File: src/inc/sspx_pkg.sv
// Shared constants and types for the three-instruction execute block
package sspx_pkg;
  localparam int unsigned SSPX_CLK_HZ = 10_000_000;
  localparam logic [15:0] SSPX_SLEEP_WORD = 16'h0003;
  localparam logic [6:0] SSPX_FILL_OPC = 7'h34;
  localparam logic [7:0] SSPX_PSUB_OPC = 8'hE9;
  localparam logic [7:0] SSPX_ONES = 8'hFF;
  localparam logic [7:0] SSPX_IDX_MAX = 8'h5F;
  localparam logic [1:0] SSPX_PTR_MAX = 2'h2;
  localparam int SSPX_OPC7_HI = 15;
  localparam int SSPX_OPC7_LO = 9;
  localparam int SSPX_BANK_BIT = 8;
  localparam int SSPX_SEL_HI = 7;
  localparam int SSPX_SEL_LO = 6;
  localparam int SSPX_LIT_HI = 5;

  typedef enum logic [3:0] {
    SSPX_Q1 = 4'h1,
    SSPX_Q2 = 4'h2,
    SSPX_Q3 = 4'h4,
    SSPX_Q4 = 4'h8
  } sspx_q_e;
endpackage

File: src/inc/sspx_dec_if.sv
// Decoded instruction fields passed from decoder to executor
`timescale 1ns/10ps
interface sspx_dec_if;
  logic is_fill;
  logic is_sleep;
  logic is_psub;
  logic bank_bit;
  logic [7:0] faddr;
  logic [1:0] ptr_sel;
  logic [5:0] literal;
  modport dec (output is_fill, is_sleep, is_psub, bank_bit, faddr, ptr_sel,
    literal);
  modport exe (input is_fill, is_sleep, is_psub, bank_bit, faddr, ptr_sel,
    literal);
endinterface

File: src/hw/sspx_exec.sv
// Execute block: fill-ones, sleep entry and pointer literal subtract
// Functional notes
// - Fill-ones op 0110100a writes FFh to addressed register, flags kept.
// - Bank bit 0 selects access bank; 1 uses bank select register.
// - Bank 0 with extended set and address <= 95 uses indexed offset.
// - Word 0003h decodes as sleep entry.
// - Sleep clears the power-down flag.
// - Sleep sets the time-out flag.
// - Sleep clears watchdog counter and its postscaler.
// - Sleep halts oscillator in Q4 after a no-op Q2.
// - Windowed watchdog wake-up clears the time-out flag.
// - Pointer subtract: upper byte E9h, bits 7:6 pointer, 5:0 literal.
// - Subtract unsigned 6-bit literal from pointer 0, 1 or 2.
// - Pointer subtract keeps flags, writes back in Q4.
`timescale 1ns/10ps
module sspx_exec
  import sspx_pkg::*;
#(
  parameter int PTR_W = 16,
  parameter int BANK_W = 6
)(
  input wire logic mclk,
  input wire logic rstn,
  input wire logic [15:0] instr_word,
  input wire logic instr_valid,
  input wire logic ext_set_en,
  input wire logic [BANK_W-1:0] bank_select_reg,
  input wire logic wake_req,
  input wire logic windowed_watchdog_wake,
  output logic [3:0] qphase,
  output logic fill_we,
  output logic [BANK_W+7:0] fill_addr,
  output logic [7:0] fill_data,
  output logic fill_indexed,
  output logic power_down_flag,
  output logic timeout_flag,
  output logic watchdog_clr,
  output logic osc_stop,
  output logic [PTR_W-1:0] indirect_pointer0,
  output logic [PTR_W-1:0] indirect_pointer1,
  output logic [PTR_W-1:0] indirect_pointer2
);
  // All-ones decodes as none of the three words, so it acts as a NOP
  localparam logic [15:0] NOP_WORD = 16'hFFFF;

  ////////////////////////////////////////////////////////////////////////////
  sspx_q_e q_q;
  sspx_q_e q_d;
  logic [15:0] ir_q;
  logic wake_s1_q;
  logic wake_s2_q;
  logic wwd_s1_q;
  logic wwd_s2_q;

  logic [PTR_W-1:0] ptr_q [3];
  sspx_dec_if dec_bus();

  sspx_decode u_dec (.word(ir_q), .d(dec_bus));

  ////////////////////////////////////////////////////////////////////////////
  // Execute strobes are true in Q3, so each effect shows during Q4, except the pointer outputs, which follow in Q1
  logic exec_fill;
  logic exec_sleep;
  logic exec_psub;
  logic take_word;
  logic wake_any;
  assign exec_fill = (q_q == SSPX_Q3) && dec_bus.is_fill;
  assign exec_sleep = (q_q == SSPX_Q3) && dec_bus.is_sleep;
  assign exec_psub = (q_q == SSPX_Q3) && dec_bus.is_psub;
  // No word is taken while the oscillator is held
  assign take_word = (q_q == SSPX_Q4) && !osc_stop;
  assign wake_any = wake_s2_q || wwd_s2_q;

  // Wraps modulo 2^PTR_W; no borrow is kept since no flag records it
  function automatic logic [PTR_W-1:0] ptr_sub(input logic [PTR_W-1:0] p,
                                               input logic [5:0] k);
    ptr_sub = p - PTR_W'(k);
  endfunction

  ////////////////////////////////////////////////////////////////////////////
  // Quarter-cycle sequencer; stalls in Q4 while sleeping
  always_comb begin
    case (q_q)
      SSPX_Q1: q_d = SSPX_Q2;
      SSPX_Q2: q_d = SSPX_Q3;
      SSPX_Q3: q_d = SSPX_Q4;
      SSPX_Q4: q_d = osc_stop ? SSPX_Q4 : SSPX_Q1;
      default: q_d = SSPX_Q1;
    endcase
  end

  always_ff @(posedge mclk or negedge rstn) begin
    if (!rstn) begin
      q_q <= SSPX_Q1;
    end else begin
      q_q <= q_d;
    end
  end

  // Copy of the sequencer as its own flop, so the port needs no decode
  always_ff @(posedge mclk or negedge rstn) begin
    if (!rstn) begin
      qphase <= SSPX_Q1;
    end else begin
      qphase <= q_d;
    end
  end

  // Instruction latched in Q4 so Q1 decodes a stable word; NOP otherwise
  always_ff @(posedge mclk or negedge rstn) begin
    if (!rstn) begin
      ir_q <= NOP_WORD;
    end else if (take_word) begin
      ir_q <= instr_valid ? instr_word : NOP_WORD;
    end
  end

  // Wake inputs come from other domains
  // Only the second stage is read; the first may still be settling
  always_ff @(posedge mclk or negedge rstn) begin
    if (!rstn) begin
      wake_s1_q <= 1'b0;
      wake_s2_q <= 1'b0;
      wwd_s1_q <= 1'b0;
      wwd_s2_q <= 1'b0;
    end else begin
      wake_s1_q <= wake_req;
      wake_s2_q <= wake_s1_q;
      wwd_s1_q <= windowed_watchdog_wake;
      wwd_s2_q <= wwd_s1_q;
    end
  end

  ////////////////////////////////////////////////////////////////////////////
  // Fill-ones write, issued in Q4
  always_ff @(posedge mclk or negedge rstn) begin
    if (!rstn) begin
      fill_we <= 1'b0;
      fill_addr <= '0;
      fill_data <= 8'h00;
      fill_indexed <= 1'b0;
    end else begin
      fill_we <= exec_fill;
      // Data is constant but driven, so the write port stays generic
      if (exec_fill) begin
        fill_data <= SSPX_ONES;
        if (dec_bus.bank_bit) begin
          fill_addr <= {bank_select_reg, dec_bus.faddr};
          fill_indexed <= 1'b0;
        end else begin
          // Access bank: bank field zero; indexed leaves the offset to caller
          fill_addr <= {{BANK_W{1'b0}}, dec_bus.faddr};
          fill_indexed <= ext_set_en &&
            (dec_bus.faddr <= SSPX_IDX_MAX);
        end
      end
    end
  end

  ////////////////////////////////////////////////////////////////////////////
  // Sleep: Q2 does nothing, Q4 stops the oscillator
  always_ff @(posedge mclk or negedge rstn) begin
    if (!rstn) begin
      osc_stop <= 1'b0;
    end else if (osc_stop && wake_any) begin
      // Wake first, so a pending wake is never lost behind a sleep
      osc_stop <= 1'b0;
    end else if (exec_sleep) begin
      osc_stop <= 1'b1;
    end
  end

  always_ff @(posedge mclk or negedge rstn) begin
    if (!rstn) begin
      watchdog_clr <= 1'b0;
    end else begin
      watchdog_clr <= exec_sleep;
    end
  end

  // Flags are active-low style status bits; reset shows power-on values
  // A windowed wake clears only while asleep; the sequencer is parked in
  // Q4 then, so it can never meet a sleep entry in the same cycle
  always_ff @(posedge mclk or negedge rstn) begin
    if (!rstn) begin
      power_down_flag <= 1'b1;
      timeout_flag <= 1'b1;
    end else if (exec_sleep) begin
      power_down_flag <= 1'b0;
      timeout_flag <= 1'b1;
    end else if (osc_stop && wwd_s2_q) begin
      timeout_flag <= 1'b0;
    end
  end

  ////////////////////////////////////////////////////////////////////////////
  // Pointer subtract, written back in Q4, no flag touched
  always_ff @(posedge mclk or negedge rstn) begin
    if (!rstn) begin
      ptr_q[0] <= '0;
      ptr_q[1] <= '0;
      ptr_q[2] <= '0;
    end else if (exec_psub) begin
      // Select 3 never gets here: the decoder treats it as a NOP
      ptr_q[dec_bus.ptr_sel] <= ptr_sub(ptr_q[dec_bus.ptr_sel],
                                        dec_bus.literal);
    end
  end

  // Pointer outputs trail the internal copy by one edge
  always_ff @(posedge mclk or negedge rstn) begin
    if (!rstn) begin
      indirect_pointer0 <= '0;
      indirect_pointer1 <= '0;
      indirect_pointer2 <= '0;
    end else begin
      indirect_pointer0 <= ptr_q[0];
      indirect_pointer1 <= ptr_q[1];
      indirect_pointer2 <= ptr_q[2];
    end
  end
endmodule

File: src/hw/sspx_decode.sv
// Combinational decoder for the three instruction words
`timescale 1ns/10ps
module sspx_decode
  import sspx_pkg::*;
(
  input wire logic [15:0] word,
  sspx_dec_if.dec d
);
  always_comb begin
    d.is_fill = (word[SSPX_OPC7_HI:SSPX_OPC7_LO] == SSPX_FILL_OPC);
    d.is_sleep = (word == SSPX_SLEEP_WORD);
    d.is_psub = (word[15:8] == SSPX_PSUB_OPC) &&
      (word[SSPX_SEL_HI:SSPX_SEL_LO] <= SSPX_PTR_MAX);
    d.bank_bit = word[SSPX_BANK_BIT];
    d.faddr = word[7:0];
    d.ptr_sel = word[SSPX_SEL_HI:SSPX_SEL_LO];
    d.literal = word[SSPX_LIT_HI:0];
  end
endmodule

File: config.mk
export PLATFORM = sky130hd
export DESIGN_NAME = sspx_exec
export DESIGN_NICKNAME = d
export VERILOG_FILES = /design/src/inc/sspx_pkg.sv /design/src/inc/sspx_dec_if.sv /design/src/hw/sspx_exec.sv /design/src/hw/sspx_decode.sv
export SDC_FILE = /design/constraint.sdc
export NUM_CORES = 1
export LEC_CHECK = 0
export BUFFER_PORTS_ARGS = -buffer_cell sky130_fd_sc_hd__buf_2
export CORE_ASPECT_RATIO = 0.6
export CORE_MARGIN = 3
export CORE_UTILIZATION = 40
export CTS_BUF_LIST = sky130_fd_sc_hd__clkbuf_4 sky130_fd_sc_hd__clkbuf_8 sky130_fd_sc_hd__clkbuf_16
export DETAILED_ROUTE_END_ITERATION = 10
export SLEW_MARGIN = 40
export SYNTH_ARGS = -nofsm -noshare
export SYNTH_HDL_FRONTEND = slang
export SYNTH_SLANG_ARGS = --single-unit
File: constraint.sdc
create_clock -name mclk -period 8.2 [get_ports mclk]
set_input_delay 1.64 -clock mclk [delete_from_list [all_inputs] [get_ports mclk]]
set_output_delay 1.64 -clock mclk [all_outputs]
set_load 0.01 [all_outputs]
---- Word-level counts from Yosys, hierarchy flattened ----
Index checks and enable logic that the tools add are counted.
word-level totals
  flip-flop bits (word level) ............. 141
  word-level logic and storage cells ...... 61
  output and inout port bits .............. 80
cells by class
  reductions and logical operators ........ 13
  muxes and demuxes ....................... 15
  $lt $le $gt $ge ......................... 4
  bitwise operators ....................... 1
  equality and inequality tests ........... 7
  $add $sub $neg .......................... 1
operator list
  operator             count
  $mux 16              4
  $bwmux 48            1
  $bmux 16 s2          1
  $demux 16 s2         1
  $eq 16x2->1 const B  1
  $pmux 4 s4           1
  $sub 16x6->16        1
  $mux 14              1
  $logic_and 1x1->1    9
  $eq 8x8->1 const B   1
  $le 8x7->1 const B   1
  $eq 7x6->1 const B   1
  $mux 1               5
  $eq 4x1->1 const B   1
  $eq 4x2->1 const B   1
  $eq 4x3->1 const B   1
  $eq 4x4->1 const B   1
  $mux 4               1
  $reduce_bool 2->1    2
  $ge 3x3->1 const B   1
  $lt 3x1->1 const B   1
  $not 2->3            1
  $le 2x2->1 const B   1
  $logic_not 1->1      1
  $logic_or 1x1->1     1

---- Depth between registers and ports, before layout ----
  depth in word-level cells ............... 6
  depth in mapped cells ................... 15
  mapped depth without buffers ............ 12

---- Cells and area by module ----
A second synthesis with hierarchy kept.
second synthesis, totals
  cell total of the unflattened synthesis .. 476
  area total of the unflattened synthesis .. 5,770.5 um^2
by module, submodules not included
  module       cells each  instances  area an instance (um^2)  seq. area each (um^2)
  sspx_exec    448         1          5,574.1                  3,552.2
  sspx_decode  28          1          196.4                    0.0

---- Worst setup path after synthesis ----
No wires, ideal clock.
  kind .................................... register -> register
  start ................................... reg ir_q[6]
  end ..................................... reg ptr_q[31] (netlist bit)
  period minus slack after synthesis ...... 3.473 ns
  stages on the path, launching flop included .. 13
  setup slack ............................. 4.727 ns
  buffers on the path ..................... 3
  data arrival time ....................... 3.353 ns
  cell sequence ........................... dfstp_2 buf_6 buf_2 buf_1 mux2i_1 o21ai_0 ha_1 nor2b_1 o2111a_1 o21ai_0 nand3_1 or3_1 a31o_1
on the way
  word-level cells in the longest chain between the ends .. 6
  elaborated cells on any way between the ends .. 14
  those cells by class .................... add/sub: 1; order compare: 3; mux: 6; bitwise: 1; reduce/logical: 3
ends and longest elaborated chain
  item                                                                       RTL line                           text
  from (decl)                                                                sspx_exec.sv:49                    logic [15:0] ir_q;
  from (signal assigned)                                                     sspx_exec.sv:114                   ir_q <= instr_valid ? instr_word : NOP_WORD;
  $not 2->3 (implied by the code)                                            sspx_exec.sv:205                   ptr_q[dec_bus.ptr_sel] <= ptr_sub(ptr_q[dec_bus.ptr_sel],
  $bmux 16 s2, or another cell as far along                                  sspx_exec.sv:205
  $mux 16 (implied by the code) / $logic_and 1x1->1 (equally long branches)  sspx_exec.sv:205
  $mux 16 (implied by the code)                                              sspx_exec.sv:205
  $sub 16x6->16 / $demux 16 s2 (equally long branches)                       sspx_exec.sv:77, sspx_exec.sv:205
  $bwmux 48                                                                  sspx_exec.sv:205
  to (signal, indexed assignment)                                            sspx_exec.sv:205
  to (decl)                                                                  sspx_exec.sv:55                    logic [PTR_W-1:0] ptr_q [3];
Several ways; a longest one is shown, not always the timed one. The select of a mux whose other input is x is not followed.
A chain may end at the register's enable or synchronous reset.

---- Worst setup path in the final report ----
  start ................................... reg ir_q[7]
  end ..................................... reg ptr_q[31] (netlist bit)
Same word-level chain as after synthesis.

==> out/qor.yml <==
clock_tree:
  cts.repair.resized: 0
  cts-htree-levels: 4
  clk_latency_ns: 0.42
  clkSlewWorstSetupHoldPaths_ns: 0.06
  root_buf_cell: "sky130_fd_sc_hd__clkbuf_16"
  cts_tree: "built"
  postCtsHoldBufs: 0
  tritoncts.num_buffers: 17
  cts_max_path_buffers: 2
  cts.repair_timing.setup_buffer_count: 0
  cts_num_sinks: 141
place:
  detailedPlacementHpwl_mm: 8.601
  port_buffer_count: 107
  place.gp.congestion: 0.7981
  pre_cts_ws_ns: 4.101
setup_path:
  critical-path-slowest-cell: "sky130_fd_sc_hd__dfstp_2"
  setup.worst_path.end_class: "register"
  worst-setup-path-type: "reg2reg"
  worst_path_most_repeated_cell: "sky130_fd_sc_hd__o21ai_0"
  startpoint_of_the_worst_slack_reg_to_reg_timing_path: "ir_q[7]"
  rrSetupSlack_ns: 4.34
  required_ns: 8.50
  path_delay_family: "simple AND/OR/NAND/NOR gates"
  timing.critical_path.arrival_ns: 4.16
  critical_path.n_buffers_inverters: 0
  crit_path_max_fanout: 23
  r2r.worst_path.cells: 10
  cp_cell_sequence: "nor2b_4 > nand2_1 > o21ai_0 > ha_1 > nor2b_1 > o2111a_1 > o21ai_0 > nand3_1 > or3_1 > a31o_1"
  critical_path.reg2reg.endpoint: "ptr_q[31]"
  worst_setup_path_start_kind: "register"
  cpPeakStageDelay_ns: 0.84
hold_path:
  hold_depth: 0
  timing.hold.worst_endpoint: "wake_s2_q"
  holdCritPathClass: "reg2reg"
  hold_path_startpoint: "wake_s1_q"
timing:
  post-route-min-period_ns: 3.865
  max_freq_mhz: 258.7
  maxSlewHeadroom_pct: 49.25
  final_min_period_over_clock_period_pct: 47.13
  finalWorstSetupSlack_ns: 4.335
  clock_tree_skew_after_final_layout_ns: 0.009117
  slew_violations: 0
  fin_setup_tns_ns: 0
  hold_violations: 0
  worst_pin_slew_ns: 0.7532
  finalSetupViolations: 0
  rsz0062_at_grt: "no"
floorplan:
  coreArea_um2: 13330
  io-pin-count: 108
  die_span_in_y_um: 98.12
  starting_density_of_the_core_pct: 42.43
  rows: 32
  die_outline_width_um: 159.5
  dieArea_um2: 15650
logic_synthesis:
  main_area_contributors_after_synthesis: "sky130_fd_sc_hd__dfrtp_1 54%, sky130_fd_sc_hd__dfstp_2 8.8%, sky130_fd_sc_hd__mux2_2 6.0%"
  synth_top_area_share_pct: 53.97
  syn_inst: 471
  post_synth.cell_area_avg_um2: 12.01
  synth_flop_cell: "sky130_fd_sc_hd__dfrtp_1"
  synthesis.yosys.warnings: 0
  synthesized_flop_and_latch_total: 141
  synth-edff-count: 0
  synth_seq_area_share_pct: 62.80
  synth_cell_types: 51
  post-synth-top-area-cell: "sky130_fd_sc_hd__dfrtp_1"
  synth_nets: 506
  synthArstFlopShare_pct: 100.0
  netlist_area_um2: 5657
finish:
  multi_input_area_um2: 1872
  num_antenna_cells: 0
  finish.net_count: 607
  fillerInstances: 1196
  mostFrequentLayoutCells: "122 x sky130_fd_sc_hd__dfrtp_1, 106 x sky130_fd_sc_hd__buf_2, 61 x sky130_fd_sc_hd__nand2_1, 53 x sky130_fd_sc_hd__o21ai_0, 30 x sky130_fd_sc_hd__mux2_2"
  final-seq-area_um2: 3552
  drive_gt1_share_pct: 34.19
  area_added_between_synthesis_and_finish_pct: 21.70
  final_common_cell: "sky130_fd_sc_hd__dfrtp_1"
flow_run:
  drv.max_cap_violation_count: 0
route:
  finalWirelength_mm: 12.42
  route.detailed.drc: 0
  drt_first_pass_iters: 4
  via_count: 3730
  routed_wire_length_per_instance_um: 16.08
  route.detailed.vias_per_inst: 4.832
  dr.first_iter.drc_count: 210
  drt.antenna.violating_nets: 0
grt:
  grt_first_pass_wirelength_mm: 20.75
  globalRoute.totalOverflow: 0
  number_of_global_route_vias_before_repair: 3833
  largest_net_degree_at_the_start_of_global_routing: 79
  grt_usage_pct: 16.86
  antenna_violations_before_repair: 1
status:
  status: "finished, final reports clean"
pwr:
  power-per-cell-area_nw_per_um2: 220.2
  p_leak_nw: 3.682
  ir_worst_vdd_mv: 0.1372
## metrics by stage
stage / utilization (%) / hold slack (ns) / power (mW) / instances / area [µm²]
2_1_floorplan: - / 0.3312 / 0.7521 / 471 / 5657
3_5_place_dp: 47.24 / 0.3379 / 0.7833 / 740 / 6299
5_1_grt: 51.63 / 0.3658 / 1.574 / 772 / 6884
6_report: 51.63 / 0.3524 / 1.516 / 772 / 6884
3_3_place_gp: 47.19 / 0.3331 / 0.7812 / 740 / 6292
4_1_cts: 51.59 / 0.3527 / 1.529 / 772 / 6878
## area by class of cell
class	count	share of cell area [%]
flip-flops and latches	141	51.60
multi-input cells	280	27.19
repair buffers	109	8.143
clock buffers	18	6.289
well taps	187	3.399
clock inverters	14	2.126
inverters	23	1.254
## metal layers
metal / wire length, µm / global-route usage, % / up-vias
met3: 831 / 5.468 / 14
met2: 5272 / 23.48 / 90
met1: 6186 / 24.72 / 1820
met5: 9 / 0 / -
li1: - / - / 1804
met4: 117 / 5.918 / 2
## cells in the mapped netlist (2+ instances only)
master,count
sky130_fd_sc_hd__dfrtp_1,122
sky130_fd_sc_hd__nand2_1,62
sky130_fd_sc_hd__o21ai_0,53
sky130_fd_sc_hd__mux2_2,30
sky130_fd_sc_hd__inv_1,23
sky130_fd_sc_hd__dfstp_2,19
sky130_fd_sc_hd__nor2_1,19
sky130_fd_sc_hd__mux2i_1,17
sky130_fd_sc_hd__clkbuf_1,11
sky130_fd_sc_hd__xnor2_1,10
sky130_fd_sc_hd__nand3_1,9
sky130_fd_sc_hd__buf_4,7
sky130_fd_sc_hd__o2bb2ai_1,7
sky130_fd_sc_hd__a21oi_1,6
sky130_fd_sc_hd__ha_1,6
sky130_fd_sc_hd__o21ai_1,6
sky130_fd_sc_hd__nand3b_1,5
sky130_fd_sc_hd__nor2b_1,5
sky130_fd_sc_hd__buf_6,4
sky130_fd_sc_hd__nor4b_1,4
sky130_fd_sc_hd__a31oi_1,3
sky130_fd_sc_hd__buf_2,3
sky130_fd_sc_hd__nor4_1,3
sky130_fd_sc_hd__or3_1,3
sky130_fd_sc_hd__xor2_1,3
sky130_fd_sc_hd__a22oi_1,2
sky130_fd_sc_hd__and2_1,2
sky130_fd_sc_hd__buf_1,2
sky130_fd_sc_hd__nand4_1,2
sky130_fd_sc_hd__nor3_1,2
## sequential cells by signal (all words and copies together) (netlist names), 4 cells and up
register	cells
qphase	4
indirect_pointer2	16
ir_q	16
fill_addr	14
indirect_pointer1	16
indirect_pointer0	16
ptr_q	48
## logic make-up after synthesis
logic type,synth area share [%]
DFF,62.80
and+or+nand+nor,11.13
AOI/OAI and AO/OA,8.759
buffers and inverters,4.379
muxes,9.246
xor gates and xnor gates,2.013
adders and majority gates,1.681
## worst max-delay path by stage
stage	end	start	cells past startpoint	slack, ns
after global placement	ptr_q[31]	ir_q[7]	10	4.23
after global routing	ptr_q[31]	ir_q[7]	10	4.10
after CTS	ptr_q[31]	ir_q[7]	10	4.08
after floorplan	ptr_q[31]	ir_q[6]	12	4.73
after detailed placement	ptr_q[31]	ir_q[7]	10	4.10
final	ptr_q[31]	ir_q[7]	10	4.34
## report_power, final
part | switching [mW] | leakage, nW | total [mW] | internal, mW
Clock | 0.295 | 0.268 | 0.745 | 0.450
Sequential | 0.0111 | 1.86 | 0.720 | 0.709
Combinational | 0.0326 | 1.56 | 0.0506 | 0.0181
Power figures use the tool's default switching activity.
